**src/tap_pkg.sv**
```systemverilog
// Package for the test access port scan logic: TAP states, instruction codes,
// data path selections and register widths.
// Assumes nothing of its surroundings; every user names items as tap_pkg::name.
package tap_pkg;

  // Controller states, one-hot.
  typedef enum logic [15:0] {
    TAP_RESET     = 16'h0001,
    TAP_IDLE      = 16'h0002,
    TAP_SEL_DR    = 16'h0004,
    TAP_CAP_DR    = 16'h0008,
    TAP_SHIFT_DR  = 16'h0010,
    TAP_EXIT1_DR  = 16'h0020,
    TAP_PAUSE_DR  = 16'h0040,
    TAP_EXIT2_DR  = 16'h0080,
    TAP_UPD_DR    = 16'h0100,
    TAP_SEL_IR    = 16'h0200,
    TAP_CAP_IR    = 16'h0400,
    TAP_SHIFT_IR  = 16'h0800,
    TAP_EXIT1_IR  = 16'h1000,
    TAP_PAUSE_IR  = 16'h2000,
    TAP_EXIT2_IR  = 16'h4000,
    TAP_UPD_IR    = 16'h8000
  } tap_state_e;

  // Selected serial data path between serial input and output, one-hot.
  typedef enum logic [2:0] {
    TAP_PATH_BYP  = 3'h1,
    TAP_PATH_DBG  = 3'h2,
    TAP_PATH_PGM  = 3'h4
  } tap_path_e;

  localparam int unsigned IR_W      = 3;
  localparam int unsigned DBG_W     = 10;
  localparam int unsigned PGM_W     = 3;

  localparam logic [2:0] IR_EXTEST  = 3'h0;
  localparam logic [2:0] IR_SAMPLE  = 3'h1;
  localparam logic [2:0] IR_DEBUG   = 3'h2;
  localparam logic [2:0] IR_BYP0    = 3'h3;
  localparam logic [2:0] IR_PROG    = 3'h4;
  localparam logic [2:0] IR_BYP1    = 3'h5;
  localparam logic [2:0] IR_RSVD    = 3'h6;
  localparam logic [2:0] IR_BYP2    = 3'h7;
  localparam logic [2:0] IR_CAPTURE = 3'h1;

  localparam logic [9:0] DBG_RESET  = 10'h000;
  localparam logic [2:0] PGM_RESET  = 3'h0;

endpackage

```
**src/tap_scan.sv**
```systemverilog
// TAP controller with instruction and data scan registers, sampled on the core clock.
// Assumes the host keeps the test clock below a third of the core clock rate.
// Notes on behaviour
// - Test-logic-reset forces bypass instruction code.
// - Capture-IR loads 001 into shift register.
// - Shift-IR shifts input toward output serially.
// - Update-IR falling edge copies code; exits hold.
// - Codes 000, 001 keep previous data path.
// - Codes 011, 101, 111 select bypass bit.
// - Code 010 selects ten-bit debug register.
// - Code 100 selects three-bit programming register.
// - Shift-DR shifts selected register out and in.
// - Update-DR falling edge latches parallel buffer.
// - Same edge reloads shift register from the i_dbg_tx or i_pgm_tx input.
// - DR states never touch instruction registers.
// - Power-on gives reset state, bypass selected.
// - TMS high keeps controller in reset.
// - Stopped test clock freezes all state except strobe clearing and the reset-state bypass force.
// - Private instruction recognised at update-IR latch.
// - Private instruction held until replaced or reset.
`timescale 1ns/1ns
module tap_scan
(
  input  wire logic                         i_core_clk,
  input  wire logic                         i_resetn,
  input  wire logic                         i_tck,
  input  wire logic                         i_tms,
  input  wire logic                         i_tdi,
  output logic                              o_tdo,
  output logic                              o_tdo_oe,
  output logic [tap_pkg::IR_W-1:0]          o_instruction_code,
  output logic                              o_dbg_channel,
  output logic                              o_pgm_channel,
  output logic [tap_pkg::DBG_W-1:0]         o_dbg_rx,
  output logic                              o_dbg_rx_stb,
  input  wire logic [tap_pkg::DBG_W-1:0]    i_dbg_tx,
  output logic [tap_pkg::PGM_W-1:0]         o_pgm_rx,
  output logic                              o_pgm_rx_stb,
  input  wire logic [tap_pkg::PGM_W-1:0]    i_pgm_tx,
  output logic [15:0]                       o_state
);

  typedef struct packed {
    tap_pkg::tap_state_e        st;
    logic [tap_pkg::IR_W-1:0]   ir_sh;
    logic [tap_pkg::IR_W-1:0]   ir;
    tap_pkg::tap_path_e         path;
    logic                       byp;
    logic [tap_pkg::DBG_W-1:0]  dbg_sh;
    logic [tap_pkg::DBG_W-1:0]  dbg_buf;
    logic [tap_pkg::PGM_W-1:0]  pgm_sh;
    logic [tap_pkg::PGM_W-1:0]  pgm_buf;
    logic                       tdo;
    logic                       oe;
    logic                       dbg_stb;
    logic                       pgm_stb;
  } tap_scan_s;

  tap_scan_s s_q;
  tap_scan_s s_d;
  logic      tck_rise;
  logic      tck_fall;
  logic      tms_s;
  logic      tdi_s;

  // Every pin passes two flip-flops before the controller sees it.
  tap_sync u_sync
  (
    .i_core_clk (i_core_clk),
    .i_resetn   (i_resetn),
    .i_tck      (i_tck),
    .i_tms      (i_tms),
    .i_tdi      (i_tdi),
    .o_rise     (tck_rise),
    .o_fall     (tck_fall),
    .o_tms      (tms_s),
    .o_tdi      (tdi_s)
  );

  // Next controller state for a rising test clock edge, standard TAP graph.
  function automatic tap_pkg::tap_state_e next_state(input tap_pkg::tap_state_e st,
                                                     input logic tms);
    tap_pkg::tap_state_e n;
    n = tap_pkg::TAP_RESET;
    case (st)
      tap_pkg::TAP_RESET:    n = tms ? tap_pkg::TAP_RESET    : tap_pkg::TAP_IDLE;
      tap_pkg::TAP_IDLE:     n = tms ? tap_pkg::TAP_SEL_DR   : tap_pkg::TAP_IDLE;
      tap_pkg::TAP_SEL_DR:   n = tms ? tap_pkg::TAP_SEL_IR   : tap_pkg::TAP_CAP_DR;
      tap_pkg::TAP_CAP_DR:   n = tms ? tap_pkg::TAP_EXIT1_DR : tap_pkg::TAP_SHIFT_DR;
      tap_pkg::TAP_SHIFT_DR: n = tms ? tap_pkg::TAP_EXIT1_DR : tap_pkg::TAP_SHIFT_DR;
      tap_pkg::TAP_EXIT1_DR: n = tms ? tap_pkg::TAP_UPD_DR   : tap_pkg::TAP_PAUSE_DR;
      tap_pkg::TAP_PAUSE_DR: n = tms ? tap_pkg::TAP_EXIT2_DR : tap_pkg::TAP_PAUSE_DR;
      tap_pkg::TAP_EXIT2_DR: n = tms ? tap_pkg::TAP_UPD_DR   : tap_pkg::TAP_SHIFT_DR;
      tap_pkg::TAP_UPD_DR:   n = tms ? tap_pkg::TAP_SEL_DR   : tap_pkg::TAP_IDLE;
      tap_pkg::TAP_SEL_IR:   n = tms ? tap_pkg::TAP_RESET    : tap_pkg::TAP_CAP_IR;
      tap_pkg::TAP_CAP_IR:   n = tms ? tap_pkg::TAP_EXIT1_IR : tap_pkg::TAP_SHIFT_IR;
      tap_pkg::TAP_SHIFT_IR: n = tms ? tap_pkg::TAP_EXIT1_IR : tap_pkg::TAP_SHIFT_IR;
      tap_pkg::TAP_EXIT1_IR: n = tms ? tap_pkg::TAP_UPD_IR   : tap_pkg::TAP_PAUSE_IR;
      tap_pkg::TAP_PAUSE_IR: n = tms ? tap_pkg::TAP_EXIT2_IR : tap_pkg::TAP_PAUSE_IR;
      tap_pkg::TAP_EXIT2_IR: n = tms ? tap_pkg::TAP_UPD_IR   : tap_pkg::TAP_SHIFT_IR;
      tap_pkg::TAP_UPD_IR:   n = tms ? tap_pkg::TAP_SEL_DR   : tap_pkg::TAP_IDLE;
      default:               n = tap_pkg::TAP_RESET;
    endcase
    return n;
  endfunction

  // Path chosen by an instruction code; no-op and reserved codes keep the old one.
  function automatic tap_pkg::tap_path_e decode_path(input logic [2:0] code,
                                                     input tap_pkg::tap_path_e old);
    tap_pkg::tap_path_e p;
    p = old;
    case (code)
      tap_pkg::IR_DEBUG: p = tap_pkg::TAP_PATH_DBG;
      tap_pkg::IR_PROG:  p = tap_pkg::TAP_PATH_PGM;
      tap_pkg::IR_BYP0,
      tap_pkg::IR_BYP1,
      tap_pkg::IR_BYP2:  p = tap_pkg::TAP_PATH_BYP;
      default:           p = old;
    endcase
    return p;
  endfunction

  // State moves only on a found test clock edge, except strobe clearing and the reset-state bypass force, so a parked clock freezes it.
  always_comb
  begin
    s_d         = s_q;
    s_d.dbg_stb = 1'b0;
    s_d.pgm_stb = 1'b0;
    if (tck_rise)
    begin
      s_d.st = next_state(s_q.st, tms_s);
      case (s_q.st)
        tap_pkg::TAP_CAP_IR:
          s_d.ir_sh = tap_pkg::IR_CAPTURE;
        tap_pkg::TAP_SHIFT_IR:
          s_d.ir_sh = {tdi_s, s_q.ir_sh[tap_pkg::IR_W-1:1]};
        tap_pkg::TAP_SHIFT_DR:
        begin
          // Only the selected register moves; instruction registers stay put.
          case (s_q.path)
            tap_pkg::TAP_PATH_DBG:
              s_d.dbg_sh = {tdi_s, s_q.dbg_sh[tap_pkg::DBG_W-1:1]};
            tap_pkg::TAP_PATH_PGM:
              s_d.pgm_sh = {tdi_s, s_q.pgm_sh[tap_pkg::PGM_W-1:1]};
            default:
              s_d.byp = tdi_s;
          endcase
        end
        tap_pkg::TAP_CAP_DR:
          s_d.byp = 1'b0;
        default:
          s_d.ir_sh = s_q.ir_sh;
      endcase
    end
    if (tck_fall)
    begin
      // Output changes on the falling edge so the host samples it stable.
      s_d.oe  = (s_q.st == tap_pkg::TAP_SHIFT_DR) || (s_q.st == tap_pkg::TAP_SHIFT_IR);
      s_d.tdo = 1'b1;
      case (s_q.st)
        tap_pkg::TAP_SHIFT_IR:
          s_d.tdo = s_q.ir_sh[0];
        tap_pkg::TAP_SHIFT_DR:
          case (s_q.path)
            tap_pkg::TAP_PATH_DBG: s_d.tdo = s_q.dbg_sh[0];
            tap_pkg::TAP_PATH_PGM: s_d.tdo = s_q.pgm_sh[0];
            default:               s_d.tdo = s_q.byp;
          endcase
        tap_pkg::TAP_UPD_IR:
        begin
          s_d.ir   = s_q.ir_sh;
          s_d.path = decode_path(s_q.ir_sh, s_q.path);
        end
        tap_pkg::TAP_UPD_DR:
          case (s_q.path)
            tap_pkg::TAP_PATH_DBG:
            begin
              s_d.dbg_buf = s_q.dbg_sh;
              s_d.dbg_sh  = i_dbg_tx;
              s_d.dbg_stb = 1'b1;
            end
            tap_pkg::TAP_PATH_PGM:
            begin
              s_d.pgm_buf = s_q.pgm_sh;
              s_d.pgm_sh  = i_pgm_tx;
              s_d.pgm_stb = 1'b1;
            end
            default:
              s_d.byp = s_q.byp;
          endcase
        tap_pkg::TAP_RESET:
        begin
          s_d.ir   = tap_pkg::IR_BYP0;
          s_d.path = tap_pkg::TAP_PATH_BYP;
        end
        default:
          s_d.ir = s_q.ir;
      endcase
    end
    // Reset state also forces bypass at once, without waiting for an edge.
    if (s_q.st == tap_pkg::TAP_RESET)
    begin
      s_d.ir   = tap_pkg::IR_BYP0;
      s_d.path = tap_pkg::TAP_PATH_BYP;
    end
  end

  // Power-on lands in test-logic-reset with bypass loaded.
  always_ff @(posedge i_core_clk or negedge i_resetn)
  begin
    if (!i_resetn)
      s_q <= '{st: tap_pkg::TAP_RESET, ir_sh: tap_pkg::IR_CAPTURE,
               ir: tap_pkg::IR_BYP0, path: tap_pkg::TAP_PATH_BYP, byp: 1'b0,
               dbg_sh: tap_pkg::DBG_RESET, dbg_buf: tap_pkg::DBG_RESET,
               pgm_sh: tap_pkg::PGM_RESET, pgm_buf: tap_pkg::PGM_RESET,
               tdo: 1'b1, oe: 1'b0, dbg_stb: 1'b0, pgm_stb: 1'b0};
    else
      s_q <= s_d;
  end

  // Channels stand while a private instruction sits in the parallel register.
  assign o_tdo              = s_q.tdo;
  assign o_tdo_oe           = s_q.oe;
  assign o_instruction_code = s_q.ir;
  assign o_dbg_channel      = (s_q.ir == tap_pkg::IR_DEBUG);
  assign o_pgm_channel      = (s_q.ir == tap_pkg::IR_PROG);
  assign o_dbg_rx           = s_q.dbg_buf;
  assign o_dbg_rx_stb       = s_q.dbg_stb;
  assign o_pgm_rx           = s_q.pgm_buf;
  assign o_pgm_rx_stb       = s_q.pgm_stb;
  assign o_state            = s_q.st;

endmodule

```
**src/tap_sync.sv**
```systemverilog
// Two-flip-flop synchroniser plus edge finder for the test clock, mode select
// and serial input pins.
// Assumes pins are asynchronous to i_core_clk and the test clock is slower
// than a third of the core clock.
`timescale 1ns/1ns
module tap_sync
(
  input  wire logic i_core_clk,
  input  wire logic i_resetn,
  input  wire logic i_tck,
  input  wire logic i_tms,
  input  wire logic i_tdi,
  output logic      o_rise,
  output logic      o_fall,
  output logic      o_tms,
  output logic      o_tdi
);

  typedef struct packed {
    logic [2:0] m1;
    logic [2:0] m2;
    logic       tck_old;
  } tap_sync_s;

  tap_sync_s s_q;
  tap_sync_s s_d;

  // The first stage feeds only the second; edges come from stage two and its copy.
  always_comb
  begin
    s_d         = s_q;
    s_d.m1      = {i_tck, i_tms, i_tdi};
    s_d.m2      = s_q.m1;
    s_d.tck_old = s_q.m2[2];
  end

  // Idle levels follow the weak pull-ups, so the clock starts high.
  always_ff @(posedge i_core_clk or negedge i_resetn)
  begin
    if (!i_resetn)
      s_q <= '{m1: 3'h7, m2: 3'h7, tck_old: 1'b1};
    else
      s_q <= s_d;
  end

  assign o_rise = s_q.m2[2] & ~s_q.tck_old;
  assign o_fall = ~s_q.m2[2] & s_q.tck_old;
  assign o_tms  = s_q.m2[1];
  assign o_tdi  = s_q.m2[0];

endmodule

```
**config.mk**
```make
export PLATFORM = sky130hd
export DESIGN_NAME = tap_scan
export DESIGN_NICKNAME = d
export VERILOG_FILES = /design/src/tap_pkg.sv /design/src/tap_scan.sv /design/src/tap_sync.sv
export SDC_FILE = /design/constraint.sdc
export NUM_CORES = 1
export LEC_CHECK = 0
export ABC_AREA = 1
export BUFFER_PORTS_ARGS = -buffer_cell sky130_fd_sc_hd__clkbuf_2
export CELL_PAD_IN_SITES_DETAIL_PLACEMENT = 1
export CELL_PAD_IN_SITES_GLOBAL_PLACEMENT = 2
export CORE_ASPECT_RATIO = 1.25
export CORE_UTILIZATION = 30
export CTS_CLUSTER_DIAMETER = 80
export DETAILED_ROUTE_END_ITERATION = 7
export PLACE_DENSITY_LB_ADDON = 0.1
export SETUP_SLACK_MARGIN = 0.15
export SLEW_MARGIN = 20
export SYNTH_ARGS = -nofsm -noshare
export SYNTH_HDL_FRONTEND = slang
export SYNTH_SLANG_ARGS = --single-unit
```
**constraint.sdc**
```tcl
create_clock -name i_core_clk -period 1.6 [get_ports i_core_clk]
set_clock_uncertainty 0.05 [all_clocks]
set_input_delay 0.32 -clock i_core_clk [delete_from_list [all_inputs] [get_ports i_core_clk]]
set_output_delay 0.32 -clock i_core_clk [all_outputs]
set_load 0.05 [all_outputs]
```
==> results of run 1 <==
## layer usage
layer  vias to the layer above  share of wire  global-route usage
met5                         -              0                   0
met4                         0          0.021             0.09235
met3                        18          0.022             0.02392
met2                        46           0.57              0.3640
met1                      1682           0.39              0.2089
li1                       1638              -                   -
## sequential cells by signal, summed over array words and instances, names as in the netlist
| register | cells |
|---|---|
| u_sync.s_d | 4 |
| o_dbg_rx | 10 |
| o_tdo_oe | 1 |
| u_sync.s_q | 1 |
| o_tdo | 1 |
| o_pgm_rx | 3 |
| o_dbg_rx_stb | 1 |
| o_state | 16 |
| o_instruction_code | 3 |
| u_sync.o_tms | 1 |
| u_sync.o_tdi | 1 |
| s_q | 20 |
| o_pgm_rx_stb | 1 |
## power by group
part           leakage [nW]  total [mW]  switching, mW  internal [mW]
combinational          2.03        2.28           1.12           1.16
sequential            0.766        1.75         0.0714           1.68
clock                 0.156        2.05          0.722           1.33
## cells in the mapped netlist, types with 2 or more instances
master,instances
sky130_fd_sc_hd__a21oi_1,6
sky130_fd_sc_hd__o21ai_0,11
sky130_fd_sc_hd__clkbuf_1,4
sky130_fd_sc_hd__a22oi_1,10
sky130_fd_sc_hd__o22ai_1,10
sky130_fd_sc_hd__nor2_2,3
sky130_fd_sc_hd__nand2_4,3
sky130_fd_sc_hd__buf_4,32
sky130_fd_sc_hd__buf_2,3
sky130_fd_sc_hd__nand4_1,2
sky130_fd_sc_hd__dfrtp_1,50
sky130_fd_sc_hd__dfstp_2,13
sky130_fd_sc_hd__nor2_1,37
sky130_fd_sc_hd__nor2_4,6
sky130_fd_sc_hd__buf_6,3
sky130_fd_sc_hd__inv_1,49
sky130_fd_sc_hd__o211ai_1,5
sky130_fd_sc_hd__nand2_1,112
sky130_fd_sc_hd__o21ai_1,22
sky130_fd_sc_hd__a31oi_1,2
sky130_fd_sc_hd__inv_2,8
sky130_fd_sc_hd__o21ai_2,8
sky130_fd_sc_hd__nand2_2,4
sky130_fd_sc_hd__nand3_1,23
sky130_fd_sc_hd__nor3_1,8
## cell families after synthesis
logic type             Yosys count  share of synthesized area
AO/OA/AOI/OAI                   75                     0.1323
buffers and inverters           99                     0.1489
flip-flops                      63                     0.4577
AND/OR/NAND/NOR                201                     0.2611
## worst max-delay path by stage
stage	slack, ns	end	from	cells past startpoint
after detailed placement	-0.25	s_q[8]	o_state[7]	8
after CTS	-0.06	s_q[20]	o_state[13]	10
final	-0.10	s_q[29]	o_state[4]	9
after global routing	-0.23	s_q[29]	o_state[4]	9
after global placement	-0.21	s_q[8]	o_state[7]	8
after floorplan	0.008	s_q[7]	o_state[13]	9
## layout make-up
class                      instances  area (µm²)  area share
timing repair buffer             160        1614      0.2741
clock inverter                     3       40.04    0.006800
sequential                        63        1593      0.2705
inverter                          57       254.0     0.04314
tap                              135       168.9     0.02869
clock buffer                      13       270.3     0.04590
multi-input combinational        276        1948      0.3309
## repair_timing
item / CTS / global route
gates resized for setup: 146 / 132
pin swaps: 27 / 51
buffers inserted: 19 / 19
hold buffers: 1 / 0
endpoints found under the hold margin: 11 / 0
endpoints found under the setup margin: 76 / 73
gates cloned: 2 / 0
==> reports/summary.md, run 1 <==
The final max-slew violation count is 0. The worst setup path is launched from a flip-flop. After detailed routing, the average wire length per cell comes to 16.78 µm. In this run the register-to-register setup slack is -0.10 ns.

The startpoint identified for the worst register-to-register timing path is o_state[4]. Synthesis produced a netlist whose cell count is 438. The number of nets in the synthesized netlist is 456. The number of CTS-inserted buffers is 9. The CTS clock-pin slew for the worst setup and hold paths was 0.06 ns; the highest achievable clock rate was 0.5881 GHz. At the worst endpoint, the arrival time is 1.86 ns. Before antenna repair, the detailed router went through 6 iterations.

After synthesis, the cell types taking the most area are sky130_fd_sc_hd__dfrtp_1 (36%), sky130_fd_sc_hd__nand2_1 (12%), sky130_fd_sc_hd__dfstp_2 (9.8%), sky130_fd_sc_hd__buf_4 (6.9%), sky130_fd_sc_hd__inv_1 (5.3%). The tools report the utilization of the core after routing as 0.5262. For the total grt overflow, the log shows 0. In this run the most critical hold path is launched from i_tms. The path depth of the worst reg2reg path is 9, and the final worst slack is -0.1004 ns. The path with the worst hold slack has its endpoint at u_sync.s_d[2].

The cell area that synthesis handed to floorplanning was 0.003480 mm². The synthesized design contains 0 enable-type register cells. The endpoint identified for the worst register-to-register timing path is s_q[29]. The worst supply voltage drop on vdd was 616.7 µV; the placed cell area was 0.004188 mm². The top cell types in the final layout, fill and taps aside, are sky130_fd_sc_hd__nand2_1 (75), sky130_fd_sc_hd__buf_4 (59), sky130_fd_sc_hd__dfrtp_1 (50). The synthesized area divided by synthesized cell count was 7.944 µm²; the count of final hold-check violations was 0.

Data on the critical path is required at its endpoint by 1.76 ns. The logs give 11.86 mm for the total wirelength of the detailed-routed design and 0.005888 mm² for the post-route cell area. CTS placed an instance of sky130_fd_sc_hd__clkbuf_16 at the clock tree root. On the worst path, the slowest cell contributes a delay of 0.41 ns. The run gives 707 as the non-filler instance count after layout. The critical path goes through nor2_2 -> nand2_2 -> nor2_4 -> nand2_2 -> nor2_4 -> nand2_8 -> buf_12 -> nand3_2 -> o211ai_1. From synthesis to final layout, the design area changed by 69.22%. The starting utilization of the core area is 0.3109, and the count of yosys warnings during synthesis is 0. Proportion of netlist area held by the largest area contributor: 0.3596. The flow ran to the end, but the final reports show violations. The leading register cell type out of synthesis was sky130_fd_sc_hd__dfrtp_1. In this run the worst hold path is classified as primary input to flip-flop. Floorplan die area: 0.01204 mm².

The largest net degree at the start of global routing was 21; the number of global-route vias before repair was 3532. In this run, the number of DRC markers left after iteration 0 of detailed routing was 67. The later-pin clock latency in the skew report came out at 0.33 ns.

The number of buffers inserted by port buffering was 55. The slowest stage of the critical path is the sky130_fd_sc_hd__dfrtp_1 cell. The analysis attributes to cell leakage a power of 2.957 nW. Setup violations remaining at the end of the flow were counted as 45. For this design the ratio of total power to cell area is 1032 mW/mm². In this run the remaining antenna-violating nets after routing total 0. Hold is met by 0.01684 ns. Remaining routing DRC violations: 5. The synthesized design spends more area on one cell type than any other, namely sky130_fd_sc_hd__dfrtp_1. The die is 98.33 µm wide.

0 antenna diodes ended up in the layout. The leading cell type in the layout, fill and taps excluded is sky130_fd_sc_hd__nand2_1. The hold path depth was 1; the global-route wire length before repair was 17.60 mm. The worst-case clock buffer depth is 2. The worst setup path is captured at a flip-flop.

The highest net fanout along the worst path is 5, and the initial antenna violation count is 0. Routability-driven placement finished with a final weighted congestion of 0.8093. The worst path in the final design needs a cycle of 1.700 ns, including I/O delays and setup. Broken down by cell family, the worst path's largest delay share belongs to simple AND/OR/NAND/NOR gates. The layout net count was 585; the max-cap check violation count was 0.

Number of placement rows: 43. The category of the critical setup timing path is flip-flop to flip-flop. The run gives 0.4577 as the share of synthesized area occupied by flip-flops and latches.

The fraction of final layout cells sized beyond drive strength 1 came out at 0.5769. The H-tree generated during clock tree synthesis spans 3 levels. The floorplan die height came out at 122.4 µm. The total number of vias is 3384, and the worst max-slew margin expressed relative to the limit is 0.6901. In this run the count of I/O pins placed on the die edge is 56. The cell count after placement was 650; the transition at the pin with the smallest max-transition slack was 0.4613 ns. The filler cell count was 1260.

The number of synthesized register bits is 63, and the CTS sink count is 63. The average vias per placed instance was 4.786. HPWL reported at the end of detailed placement: 7.626 mm. The total routing usage reported by global routing was 0.1909.

Number of library cell types mapped by synthesis: 29. The fraction of synthesis flops using an asynchronous set or reset pin works out to 1.000. Setup repair after global routing could not meet its margin everywhere. Before CTS, the worst setup slack after placement is -0.2539 ns.

The sum of negative setup slack is -2.012 ns. The tools report the post-route total power as 6.077 mW. The final reports fail on design-rule violations, negative setup slack. The final cycle utilization of the critical path is 1.063, and the placeable core region is 0.01119 mm². TritonCTS built the clock tree. The worst path buffer plus inverter count is 1.
Note: power is estimated with default switching activity, not from simulation.
==> run 2, diff against run 1 <==
- SETUP_SLACK_MARGIN: 0.15 -> 0.02
==> reports/summary.md, run 2 (same netlist as run 1, synthesis figures left out) <==
Leaving out fill and tap cells, the most frequent cell in the layout is sky130_fd_sc_hd__nand2_1. Remaining antenna violation count: 0. The worst register-to-register path has a setup slack of -0.11 ns.

The cell sitting at the root of the clock tree is a sky130_fd_sc_hd__clkbuf_16. Timing analysis after detailed placement gives a worst setup slack of -0.2108 ns. For this run, the post-layout net count is 575. The run gives 56 as the I/O pin count.

The CTS clock-pin slew for the worst setup and hold paths works out to 0.06 ns. The stage delay of the slowest cell on the critical path works out to 0.41 ns. The number of buffers inserted by port buffering came out at 55. The fraction of final layout cells sized beyond drive strength 1 was 0.4769.

The checks that failed: design-rule violations, negative setup slack. At the worst endpoint, the arrival time is 1.87 ns. For the final worst slack, the log shows -0.1142 ns.

Entering global routing, the biggest net connects 64 pins. The run gives 0 as the max-cap check violation count. The die is 122.4 µm tall. The largest delay contributor family on the critical path is simple AND/OR/NAND/NOR gates. The floorplan step set the die width to 98.33 µm.

Derived from the worst setup path, the maximum achievable clock frequency is 0.5833 GHz. Routability-driven placement finished with a final weighted congestion of 0.8148. The number of flip-flops under the largest register name is 20, and the final max-slew violation count is 0. The tools report the total routing usage reported by global routing as 0.1817. The critical path ends at s_q[8]. After detailed routing, the total wire length is 10.34 mm.

The run gives 0.7076 as the worst max-slew margin expressed relative to the limit. Register with the most flip-flops: s_q. At the worst endpoint, the required time is 1.75 ns.

The die covers 0.01204 mm². The number of placement rows was 43. The hold path depth is 1.

The count of final hold-check violations is 0. Across the VDD grid, the largest voltage drop is 571.4 µV. Setup repair after global routing could not meet its margin everywhere. The number of buffers and inverters on the critical path is 2. The total area inside the core boundary comes to 0.01119 mm². After the first detailed-routing iteration, the DRC count stood at 74.

The shortest clock period the worst path allows after layout works out to 1.714 ns. The wire length per cell after detailed routing came out at 14.84 µm. The path class of the tightest hold or removal check is primary input to flip-flop.

In this run, CTS created clock tree buffers numbering 9. Counting buffers and inverters, the worst setup path is 9 cells deep. In the routed design, unresolved DRC markers number 2. The launching point of the worst reg2reg path is o_state[1]. The clock reaches the later pin of the worst-skew pair after 0.33 ns. The repair_antennas step left the layout with diodes totalling 0.

Detailed routing inserted a total of 3243 vias. The HPWL after detailed placement is 7.347 mm. In this run the power density over the cells is 1079 mW/mm². The analysis attributes to cell leakage a power of 2.673 nW.

The filler cells instantiated in the layout total 1359. STA classifies the critical path startpoint as a flip-flop. The average vias per placed instance was 4.653. Overall power consumption after layout is estimated at 5.407 mW.

The starting utilization of the core area came out at 0.3109. The run finished, with violations left. STA classifies the critical path endpoint as a flip-flop. The start point of the critical path was o_state[1].

CTS saw 63 sinks. The final cycle utilization of the critical path came out at 1.071. The tightest hold path in the finished design has a slack of 0.01486 ns.

The setup violation total in the final timing report came out at 28. The end of the worst register-to-register path was s_q[8]. The total grt overflow was 0; the highest net fanout along the worst path was 7. The first global-routing pass estimated 16.72 mm of wire. The pre-antenna-repair detailed-routing pass consisted of 8 iterations. The largest individual stage delay along the critical path comes from the cell sky130_fd_sc_hd__dfrtp_1. In this run the deepest clock path goes through 2 buffers.

The initial antenna violation count is 0. The number of H-tree levels was 3. The library cell appearing most often on the critical path was sky130_fd_sc_hd__nand2_4. Compared with the post-synthesis result, the final layout area differs by 43.94%.

The path depth of the worst reg2reg path was 9. The transition at the pin with the smallest max-transition slack works out to 0.4353 ns. The category of the critical setup timing path is flip-flop to flip-flop. TritonCTS built the clock tree. The signal on the critical path passes through nor2_2 -> nand2_2 -> inv_2 -> buf_6 -> nand2_4 -> nor2_4 -> nand2_4 -> o211ai_1 -> nand2_1.

In the layout the commonest cells are sky130_fd_sc_hd__nand2_1 (96), sky130_fd_sc_hd__buf_4 (83), sky130_fd_sc_hd__dfrtp_1 (50). The run gives 3405 as the number of global-route vias before repair.
==> run 2: power by group <==
group          switching (mW)  internal, mW  total, mW
clock                   0.755          1.29       2.04
sequential             0.0600          1.68       1.74
combinational           0.876         0.750       1.63
total                    1.69          3.72       5.41
==> run 2: worst min-delay path by stage <==
stage	end	startpoint
global placement	u_sync.o_tms	u_sync.s_d[2]
floorplan	o_dbg_rx[0]	i_resetn
global route	u_sync.s_d[2]	i_tms
detailed placement	u_sync.o_tms	u_sync.s_d[2]
CTS	u_sync.s_d[1]	i_tdi
finish	u_sync.s_d[2]	i_tms
==> run 2: worst register-to-register path: cells and delay by family (launching register included) <==
| family | cells | cell delay, ns |
|---|---|---|
| simple gates | 6 | 0.71 |
| flops | 1 | 0.41 |
| compound gates | 1 | 0.22 |
| buf+inv | 2 | 0.19 |
==> run 2: what timing repair did <==
item,4_1_cts,5_1_grt
hold buffers,1,0
resized for setup,50,55
endpoints found under the setup margin,51,60
cloned,1,0
endpoints found under the hold margin,50,0
pin swaps,14,14
buffers inserted,14,10
==> run 2: area by class of cell <==
cell class / count / area, µm² / share of cell area
Clock buffer: 11 / 252.7 / 0.05046
Clock inverter: 5 / 56.30 / 0.01124
Multi-Input combinational cell: 277 / 1623 / 0.3240
Tap cell: 135 / 168.9 / 0.03372
Sequential cell: 63 / 1593 / 0.3180
Inverter: 57 / 224.0 / 0.04472
Timing Repair Buffer: 149 / 1091 / 0.2178
==> run 2: through the flow <==
step	std cells	TNS, ns	cell area (µm²)	util
6_report	697	-1.580	5009	0.4476
5_1_grt	697	-5.788	5009	0.4476
4_1_cts	687	-1.797	4772	0.4264
3_5_place_dp	655	-4.583	4160	0.3718
3_3_place_gp	655	-3.599	4160	0.3718
2_1_floorplan	438	0	3490	-
==> run 2: metal layers <==
| metal | up-vias | wire, µm | global-route usage |
|---|---|---|---|
| li1 | 1615 | - | - |
| met1 | 1578 | 4098 | 0.2019 |
| met2 | 37 | 5830 | 0.3415 |
| met3 | 13 | 210 | 0.02961 |
| met4 | 0 | 201 | 0.07929 |
| met5 | - | 0 | 0 |
